### src/fbs_pkg.sv
// What this block does
// Controller strobe with primary enable high, or a disabled start, deselects and floats lanes.
// Processor strobe with chip enabled begins a read at the external address, writes ignored.
// Controller strobe alone with chip enabled begins a burst, write if decoded, else read.
// No new cycle and advance asserted: step burst address, continue read or write.
// No new cycle and advance negated: hold burst address, repeat read or write.
// Any write cycle keeps data lanes floating regardless of output enable.
// Continued or suspended reads drive lanes while output enable low, float otherwise.
// Output enable is asynchronous, never clocked, and turns drivers on directly.
// Host negates output enable before a write after a read, until it completes.
// The cycle that begins a read from deselect keeps data lanes floating.
// Linear order counts the two low address bits upward modulo four.
// Interleaved order XORs the start's low bits with 01, 10 and 11.
// Write when global write low, or write enable low with any byte select low.
// Global write low writes all four lanes, ignoring write enable and byte selects.
// Otherwise write enable low writes only selected lanes; none selected means read.
// Byte-select-only systems tie global write high and write enable low.
// The low expansion enable is active low and must be low to start a cycle.
// With primary enable high the processor strobe is ignored entirely.
// Each byte select governs its own 9-bit lane, a to d of the word.
// Address, write data and controls are registered on the rising clock edge.
// Host holds burst order select static; it is neither registered nor latched.
// The burst counter wraps within its four-word block, upper address unchanged.
package fbs_pkg;

  // ----------------------------------------------------------------------
  // Word and address layout
  // ----------------------------------------------------------------------
  localparam int ADDR_W     = 17;
  localparam int LANES      = 4;
  localparam int LANE_W     = 9;
  localparam int DATA_W     = LANES * LANE_W;
  localparam int BURST_W    = 2;

  localparam logic [BURST_W-1:0] BURST_STEP   = 2'h1;
  localparam logic [BURST_W-1:0] BURST_ZERO   = 2'h0;
  localparam logic [BURST_W-1:0] BURST_LAST   = 2'h3;
  localparam logic [LANES-1:0]   LANES_ALL    = 4'hf;
  localparam logic [LANES-1:0]   LANES_NONE   = 4'h0;
  localparam logic               ORDER_LINEAR = 1'b0;

  // ----------------------------------------------------------------------
  // State types
  // ----------------------------------------------------------------------
  typedef enum logic [1:0] {
    CYC_DESELECT,
    CYC_READ,
    CYC_WRITE
  } fbs_cycle_t;

  typedef struct packed {
    fbs_cycle_t              kind;
    logic [ADDR_W-1:BURST_W] addr_hi;
    logic [LANES-1:0]        byte_wr;
    logic [DATA_W-1:0]       wdata;
  } fbs_ctrl_state_t;

  typedef struct packed {
    logic [BURST_W-1:0] start;
    logic [BURST_W-1:0] count;
  } fbs_burst_state_t;

endpackage

### src/fbs_burst_if.sv
`timescale 1ns/1ps
`default_nettype none

// --------------------------------------------------------------------------
// Burst counter link between the cycle controller and the counter
// --------------------------------------------------------------------------
interface fbs_burst_if;
  logic                        load;
  logic [fbs_pkg::BURST_W-1:0] load_value;
  logic                        advance;
  logic                        order;
  logic [fbs_pkg::BURST_W-1:0] low_addr;

  modport ctrl (
    output load,
    output load_value,
    output advance,
    output order,
    input  low_addr
  );

  modport counter (
    input  load,
    input  load_value,
    input  advance,
    input  order,
    output low_addr
  );
endinterface // fbs_burst_if

`default_nettype wire

### src/fbs_burst_counter.sv
`timescale 1ns/1ps
`default_nettype none

module fbs_burst_counter (
  input  wire logic          clk,
  input  wire logic          sys_rst,
  fbs_burst_if.counter       bus
);

  fbs_pkg::fbs_burst_state_t st;
  fbs_pkg::fbs_burst_state_t next_st;

  // --------------------------------------------------------------------------
  // Next state: a load restarts the block, an advance steps the count.
  // --------------------------------------------------------------------------
  always_comb begin
    next_st = st;
    if (bus.load) begin
      next_st.start = bus.load_value;
      next_st.count = fbs_pkg::BURST_ZERO;
    end else if (bus.advance) begin
      // The two-bit count rolls over by itself, so the burst stays in its block.
      next_st.count = st.count + fbs_pkg::BURST_STEP;
    end
  end

  // Single register stage for the whole counter state.
  always_ff @(posedge clk or posedge sys_rst) begin
    if (sys_rst) begin
      st <= '0;
    end else begin
      st <= next_st;
    end
  end

  // Order select is used live because the host keeps it static.
  assign bus.low_addr = (bus.order == fbs_pkg::ORDER_LINEAR)
                      ? st.start + st.count
                      : st.start ^ st.count;
endmodule // fbs_burst_counter

`default_nettype wire

### src/fbs_sram_control.sv
`timescale 1ns/1ps
`default_nettype none

module fbs_sram_control (
  input  wire logic                         clk,
  input  wire logic                         sys_rst,
  input  wire logic [fbs_pkg::ADDR_W-1:0]   address_inputs,
  input  wire logic                         processor_address_strobe_n,
  input  wire logic                         controller_address_strobe_n,
  input  wire logic                         burst_advance_n,
  input  wire logic                         chip_enable_primary_n,
  input  wire logic                         chip_enable_high_expand,
  input  wire logic                         chip_enable_low_expand_n,
  input  wire logic                         all_byte_write_n,
  input  wire logic                         write_select_enable_n,
  input  wire logic [fbs_pkg::LANES-1:0]    byte_write_select_n,
  input  wire logic                         burst_order_select,
  input  wire logic                         output_enable_n,
  input  wire logic [fbs_pkg::DATA_W-1:0]   data_lanes_in,
  output logic      [fbs_pkg::DATA_W-1:0]   data_lanes_out,
  output logic      [fbs_pkg::LANES-1:0]    data_lanes_oe,
  output logic      [fbs_pkg::ADDR_W-1:0]   mem_addr,
  output logic                              mem_read_enable,
  output logic      [fbs_pkg::LANES-1:0]    mem_byte_write,
  output logic      [fbs_pkg::DATA_W-1:0]   mem_write_data,
  input  wire logic [fbs_pkg::DATA_W-1:0]   mem_read_data
);

  // --------------------------------------------------------------------------
  // Declarations
  // --------------------------------------------------------------------------
  fbs_pkg::fbs_ctrl_state_t st;
  fbs_pkg::fbs_ctrl_state_t next_st;

  fbs_burst_if bl ();

  logic                       chip_selected;
  logic                       proc_start;
  logic                       ctrl_start;
  logic                       new_cycle;
  logic [fbs_pkg::LANES-1:0]  wr_mask;
  logic                       wr_any;
  logic                       read_drive;

  // --------------------------------------------------------------------------
  // Burst counter
  // --------------------------------------------------------------------------
  fbs_burst_counter u_counter (
    .clk     (clk),
    .sys_rst (sys_rst),
    .bus     (bl)
  );

  // --------------------------------------------------------------------------
  // Input decode
  // --------------------------------------------------------------------------

  // All three enables must agree before any cycle may start.
  assign chip_selected = !chip_enable_primary_n
                       && chip_enable_high_expand
                       && !chip_enable_low_expand_n;

  // The processor strobe counts only while the primary enable is low.
  assign proc_start = !processor_address_strobe_n && !chip_enable_primary_n;
  assign ctrl_start = !controller_address_strobe_n && !proc_start;
  assign new_cycle  = proc_start || !controller_address_strobe_n;

  // Per-lane write decode; global write overrides the byte selects.
  generate
    for (genvar i = 0; i < fbs_pkg::LANES; i++) begin : g_lane
      assign wr_mask[i] = !all_byte_write_n
                        || (!write_select_enable_n && !byte_write_select_n[i]);
    end
  endgenerate

  // A write needs at least one lane selected; otherwise it is a read.
  assign wr_any = |wr_mask;

  // --------------------------------------------------------------------------
  // Cycle controller next state
  // --------------------------------------------------------------------------
  always_comb begin
    next_st        = st;
    bl.load        = 1'b0;
    bl.advance     = 1'b0;
    bl.load_value  = address_inputs[fbs_pkg::BURST_W-1:0];
    bl.order       = burst_order_select;
    // Write data is sampled every edge; it matters only in write cycles.
    next_st.wdata  = data_lanes_in;
    if (proc_start) begin
      if (chip_selected) begin
        // Write controls are not looked at on a processor start.
        next_st.kind    = fbs_pkg::CYC_READ;
        next_st.addr_hi = address_inputs[fbs_pkg::ADDR_W-1:fbs_pkg::BURST_W];
        next_st.byte_wr = fbs_pkg::LANES_NONE;
        bl.load         = 1'b1;
      end else begin
        next_st.kind    = fbs_pkg::CYC_DESELECT;
        next_st.byte_wr = fbs_pkg::LANES_NONE;
      end
    end else if (ctrl_start) begin
      if (chip_selected) begin
        next_st.kind    = wr_any ? fbs_pkg::CYC_WRITE : fbs_pkg::CYC_READ;
        next_st.addr_hi = address_inputs[fbs_pkg::ADDR_W-1:fbs_pkg::BURST_W];
        next_st.byte_wr = wr_any ? wr_mask : fbs_pkg::LANES_NONE;
        bl.load         = 1'b1;
      end else begin
        next_st.kind    = fbs_pkg::CYC_DESELECT;
        next_st.byte_wr = fbs_pkg::LANES_NONE;
      end
    end else if (st.kind != fbs_pkg::CYC_DESELECT) begin
      // No new cycle: advance low steps the burst, high repeats the address.
      bl.advance = !burst_advance_n;
      if (st.kind == fbs_pkg::CYC_WRITE) begin
        // Lanes are resampled so each beat may pick its own bytes.
        next_st.byte_wr = wr_mask;
      end
    end
  end

  // One register stage for all controller state.
  always_ff @(posedge clk or posedge sys_rst) begin
    if (sys_rst) begin
      st <= '0;
    end else begin
      st <= next_st;
    end
  end

  // --------------------------------------------------------------------------
  // Array side and data lanes
  // --------------------------------------------------------------------------

  // Upper bits stay as captured; only the counter moves the low two.
  assign mem_addr        = {st.addr_hi, bl.low_addr};
  assign mem_read_enable = (st.kind == fbs_pkg::CYC_READ);
  assign mem_write_data  = st.wdata;
  assign mem_byte_write  = (st.kind == fbs_pkg::CYC_WRITE) ? st.byte_wr
                                                           : fbs_pkg::LANES_NONE;

  // Flow-through: read data passes straight from the array to the lanes.
  assign data_lanes_out = mem_read_data;

  // Output enable is not clocked, so the drivers follow it within the cycle.
  // Write and deselect states never drive, which also covers the first
  // cycle of a read started from deselect.
  assign read_drive    = (st.kind == fbs_pkg::CYC_READ) && !output_enable_n;
  assign data_lanes_oe = {fbs_pkg::LANES{read_drive}};
endmodule // fbs_sram_control

`default_nettype wire

### config.mk
export PLATFORM = sky130hd
export DESIGN_NAME = fbs_sram_control
export DESIGN_NICKNAME = d
export VERILOG_FILES = /design/src/fbs_pkg.sv /design/src/fbs_burst_if.sv /design/src/fbs_burst_counter.sv /design/src/fbs_sram_control.sv
export SDC_FILE = /design/constraint.sdc
export NUM_CORES = 1
export LEC_CHECK = 0
export BUFFER_PORTS_ARGS = -buffer_cell sky130_fd_sc_hd__buf_2
export CELL_PAD_IN_SITES_DETAIL_PLACEMENT = 0
export CELL_PAD_IN_SITES_GLOBAL_PLACEMENT = 1
export CORE_MARGIN = 2
export CORE_UTILIZATION = 32
export CTS_CLUSTER_DIAMETER = 50
export DETAILED_ROUTE_END_ITERATION = 8
export PLACE_DENSITY_LB_ADDON = 0.08
export SLEW_MARGIN = 40
export SYNTH_ARGS = -nofsm -noshare
export SYNTH_HDL_FRONTEND = slang
export SYNTH_SLANG_ARGS = --single-unit
export TNS_END_PERCENT = 1
### constraint.sdc
create_clock -name clk -period 3.7 [get_ports clk]
set_input_delay 0.74 -clock clk [delete_from_list [all_inputs] [get_ports clk]]
set_output_delay 0.74 -clock clk [all_outputs]
set_load 0.03 [all_outputs]
==> results.ini, run 1 <==
[floorplanning]
io_pins = 203
die_area_um2 = 9482
die_w_um = 97.38
core_um2 = 8593
start_util = 0.3247
die_h_um = 97.38
rows = 34

[sta]
clock_skew_ns = 0.003271
setup_tns_ns = 0
hold_violations = 0
setup_violations = 0
timing.final.crit_share = 0.5825
relSlewSlack = 0.6182
drv_slew = 0
whs_ns = 0.3424
final.min_clock_period_ns = 2.155
rsz0062_at_grt = no
clock.fmax_mhz = 464.0
worstMarginPinSlew_ns = 0.5668

[detailed_routing]
via_count = 1573
vias_per_cell = 4.139
post-route-drc-count = 0
dr.first_iter.drc_count = 18
antenna_left = 0
totalWireLength_mm = 4.995
wl_per_cell_um = 13.14
drtPass1Iterations = 4

[worst_setup_path]
critPathKind = flip-flop to primary output
cp_max_fo = 5
worstPathRequired_ns = 2.96
cp-end-kind = primary output
critPathLaunchType = flip-flop
cp.arrival_ns = 1.42

[grt]
antenna_found_initial = 0
grt_pass1_vias = 1549
grt_max_degree = 32
grt_pass1_wl_mm = 7.921
grt_overflow_total = 0
grt_use_total = 0.1088

[power_and_ir_drop]
p_clk_frac = 0.324
leakagePower_uw = 0.001564
internal-power_uw = 1161
pwr-share-comb = 0.214
swShare = 0.3010
p_switching_uw = 500.1
p_per_area_nw_per_um2 = 541.5
sequentialPowerShare = 0.462
p_total_uw = 1661
ir_drop_mv = 0.1923

[clock_network]
post-cts-setup-buffers = 0
cts_resized = 0
numCtsBuffers = 9
clock-sinks = 61
clk_path_buf_depth = 2
tritoncts = done
path_clk_slew_ns = 0.07
clkLatencyLatePin_ns = 0.33
root_buffer = clkbuf_8
h-tree-depth = 3
cts_hold_buf = 0

[cells_and_area]
drive_gt1_frac = 0.6213
fin_area_um2 = 3068
diodes = 0
area_growth_pct = 9.955
nNetsFinal = 374
nFillCells = 898

[synthesis]
synthesis.instances = 218
ys_top_cells_by_area = dfrtp_1 (55%), buf_4 (24%), mux2_4 (4.3%)
yosysWarnings = 0
synth_most_common_cell = buf_4
synth_area_per_cell_um2 = 12.80
synth-main-ff-cell = dfrtp_1
synth-async-reset-ratio = 1.000
ys_seq_elements = 61
synth_cell_types = 30
synth_commonest_cells = buf_4 (91), dfrtp_1 (61), mux2_2 (9)
synth-edff-count = 0
synth_seq_area_share = 0.5471
syn_nets = 324
synth.top_cell.area_share = 0.5471
yosys.area.top_type = dfrtp_1
netlist_area_um2 = 2790

[place]
place_area_um2 = 2883
io_buffer_count = 130
gp_congestion = 0.7696
dp_hpwl_mm = 3.815

[job]
maxCapViolCount = 0

[outcome]
outcome = finished clean

[min_path]
worst_hold_path_type = input port to async pin

state kept, by name (all words and copies together) (netlist names):
name            flops
mem_addr           15
mem_write_data     36
st                  6
u_counter.st        4
cell type report:
type                       count  area (µm²)  share of cell area
clock inverter                 3       20.02            0.006525
clock buffer                  12       165.2             0.05383
timing repair buffer         132       665.6              0.2170
sequential                    61        1526              0.4976
multi-input combinational     61       544.3              0.1774
tap                          108       135.1             0.04405
inverter                       3       11.26            0.003670
cell families (layout without fill, tap and decap cells):
| group | Yosys count | after routing | share of synthesized area |
|---|---|---|---|
| AO/OA/AOI/OAI | 20 | 20 | 0.05516 |
| XOR/XNOR | 2 | 2 | 0.006279 |
| adder cells (fa/ha/maj) | 1 | 1 | 0.004484 |
| buffers and inverters | 96 | 150 | 0.2578 |
| flip-flops | 61 | 61 | 0.5471 |
| multiplexers | 17 | 17 | 0.07937 |
| AND/OR/NAND/NOR | 21 | 21 | 0.04978 |
critical path: stages, from the launching register on:
cell	delay [ns]
dfrtp_1	0.42
nor2b_1	0.30
and2_1	0.18
buf_2	0.19
layer usage:
| metal | GRT usage | vias to the layer above | part of all wire | wire [µm] |
|---|---|---|---|---|
| li1 | - | 727 | - | - |
| met1 | 0.1313 | 732 | 0.41 | 2049 |
| met2 | 0.1592 | 95 | 0.46 | 2299 |
| met3 | 0.05252 | 19 | 0.10 | 519 |
| met4 | 0.05983 | 0 | 0.025 | 127 |
| met5 | 0 | - | 0 | 0 |
worst paths after layout:
kind / from / slack, ns / cells after the start / endpoint
min in group clk: st[36] / 0.50 / 2 / st[36]
min reg2reg: st[36] / 0.50 / 2 / st[36]
min: sys_rst / 0.34 / 2 / mem_write_data[32]
max in group asynchronous: sys_rst / 2.67 / 3 / mem_write_data[21]
max: st[56] / 1.54 / 3 / mem_byte_write[0]
max reg2reg: st[56] / 2.47 / 3 / st[39]
layout by cell type, fill, tap and decap left out, drive strengths merged, types with 2 or more instances in the layout:
master,count
nor2,3
and2,5
clkinvlp,2
inv,3
nand3,4
clkbuf,12
mux2,17
o21a,5
nor2b,5
o31ai,6
dfrtp,61
xnor2,2
buf,132
power by group through the flow:
| stage | clock (µW) | combinational [µW] | sequential [µW] |
|---|---|---|---|
| 2_1_floorplan | 0 | 398 | 773 |
| 4_1_cts | 571 | 362 | 769 |
| 6_report | 539 | 355 | 768 |
| 3_5_place_dp | 0 | 362 | 781 |
| 3_3_place_gp | 0 | 360 | 781 |
| 5_1_grt | 608 | 380 | 777 |
metrics by stage:
| step | cells | util | worst slack (ns) |
|---|---|---|---|
| after CTS | 380 | 0.3570 | 1.487 |
| after detailed placement | 365 | 0.3355 | 1.361 |
| final | 380 | 0.3570 | 1.545 |
| after floorplan | 218 | - | 1.447 |
| after global placement | 365 | 0.3355 | 1.384 |
| after global routing | 380 | 0.3570 | 1.379 |
No activity file was read; power rests on OpenSTA's default activity.
==> run 2, diff against run 1 <==
CORE_UTILIZATION = 27   (was 32)
clock period = 1.8 ns   (was 3.7 ns; I/O delays follow)
==> run 2 against run 1 <==
  * Die area increased by 18%
  * Sequential share of layout area decreased by 2.4 points
  * Non-clock buffer count increased by 5
  * Worst setup slack got worse by 1.5 ns
  * Clock skew increased by 0.0022 ns
  * Hold slack got worse by 0.31 ns
  * First-iteration DRC count increased by 50%
  * Cell area increased by 5.3%
==> results.ini, run 2 (synthesis results as in run 1) <==
[outcome]
outcome = finished clean

[worst_setup_path]
cp_max_fo = 4
slowest_stage = dfrtp_1
critPathKind = flip-flop to primary output
cp-end-kind = primary output
slowest_delay_ns = 0.41
critPathLaunchType = flip-flop
cp.arrival_ns = 1.35
worstPathRequired_ns = 1.44
path_cells = ha_2 -> nor2b_4 -> xnor2_2 -> buf_4

[power_and_ir_drop]
ir_drop_mv = 0.4169
leakagePower_uw = 0.001610
p_per_area_nw_per_um2 = 1104

[sta]
final.min_clock_period_ns = 1.705
relSlewSlack = 0.7145
setup_violations = 0
timing.final.crit_share = 0.9474
clock.fmax_mhz = 586.4
clock_skew_ns = 0.005476
worst_slack_ns = 0.09465
hold_violations = 0
drv_slew = 0
rsz0062_at_grt = yes
worstMarginPinSlew_ns = 0.4274
whs_ns = 0.03448

[cells_and_area]
final_cell_mix = buf_2 (129), dfrtp_1 (60), clkbuf_8 (11), mux2_2 (9), mux2_4 (8)
largest_reg_flops = 36
nFillCells = 1084
diodes = 0
final_common_cell = buf_2
drive_gt1_frac = 0.6534
fin_area_um2 = 3229
nNetsFinal = 379
area_growth_pct = 15.74

[place]
dp_slack_ns = 0.06309
io_buffer_count = 130
place_area_um2 = 2997
gp_congestion = 0.6675
dp_hpwl_mm = 3.949

[grt]
grt_pass1_wl_mm = 8.169
grt_max_degree = 34
grt_pass1_vias = 1602
antenna_found_initial = 0
grt_use_total = 0.09601
grt_overflow_total = 0

[floorplanning]
start_util = 0.2740
rows = 37
core_um2 = 10180
die_w_um = 105.7
io_pins = 203
die_area_um2 = 11160
die_h_um = 105.7

[detailed_routing]
post-route-drc-count = 0
via_count = 1573
wl_per_cell_um = 12.80
drtPass1Iterations = 3
antenna_left = 0
vias_per_cell = 3.809
totalWireLength_mm = 5.288
dr.first_iter.drc_count = 27

[clock_network]
numCtsBuffers = 9
root_buffer = clkbuf_8
clkLatencyLatePin_ns = 0.33
path_clk_slew_ns = 0.07
clock-sinks = 61
h-tree-depth = 3
clk_path_buf_depth = 2
tritoncts = done

[min_path]
worst_hold_path_type = input port to async pin

[job]
maxCapViolCount = 0

run 2: changes by cell type in the layout (fill, tap and decap cells not counted), sizes merged:
cell	before	now
buf	132	137
inv	3	2
bufinv	0	1
clkbuf	12	11
clkinv	1	2
run 2: cell type report:
| type | count | area, µm² | area share |
|---|---|---|---|
| clock buffers | 11 | 151.4 | 0.04688 |
| repair buffers | 137 | 743.2 | 0.2301 |
| clock inverters | 4 | 47.55 | 0.01472 |
| flip-flops and latches | 61 | 1528 | 0.4731 |
| well taps | 136 | 170.2 | 0.05269 |
| multi-input cells | 61 | 574.3 | 0.1778 |
| inverters | 3 | 15.01 | 0.004649 |
run 2: worst paths after layout:
check | from | to | slack, ns | cells past startpoint
max in group asynchronous | sys_rst | st[55] | 1.23 | 3
min in group clk | data_lanes_in[10] | mem_write_data[10] | 0.13 | 1
hold reg to reg | st[39] | st[39] | 0.50 | 2
setup reg to reg | st[56] | u_counter.st[1] | 0.59 | 3
hold / removal | sys_rst | mem_write_data[1] | 0.03 | 2
setup / recovery | u_counter.st[0] | mem_addr[1] | 0.09 | 4
run 2: critical path: cells and delay by family, from the launching register on:
kind / cells / cell delay [ns]
buffers and inverters: 1 / 0.17
adders and majority gates: 1 / 0.18
DFF: 1 / 0.41
and+or+nand+nor: 1 / 0.12
xor gates and xnor gates: 1 / 0.13
run 2: power by group:
group	switching, µW	total (µW)	internal [µW]
Sequential	64.1	1580	1510
Combinational	469	769	300
Clock	516	1220	702
run 2: per-layer routing:
layer  share of wire  vias up  global-route usage  wire (µm)
li1                -      740                   -          -
met2            0.45       90              0.1382       2363
met4           0.018        0             0.04511         93
met5               0        -                   0          0
met3           0.099       11             0.03834        521
met1            0.44      732              0.1255       2310
run 2: repair_timing:
item	CTS	global route
hold buffers	0	0
endpoints found under the setup margin	9	5
pin swaps	0	2
gates resized for setup	2	8
buffers inserted	0	0
run 2: stage by stage:
step / setup TNS [ns] / util / instances / total power (µW)
detailed placement: 0 / 0.2942 / 398 / 2371
global placement: 0 / 0.2942 / 398 / 2367
global route: -0.005144 / 0.3171 / 413 / 3785
CTS: -0.1099 / 0.3143 / 413 / 3644
floorplan: 0 / - / 218 / 2407
finish: 0 / 0.3171 / 413 / 3564
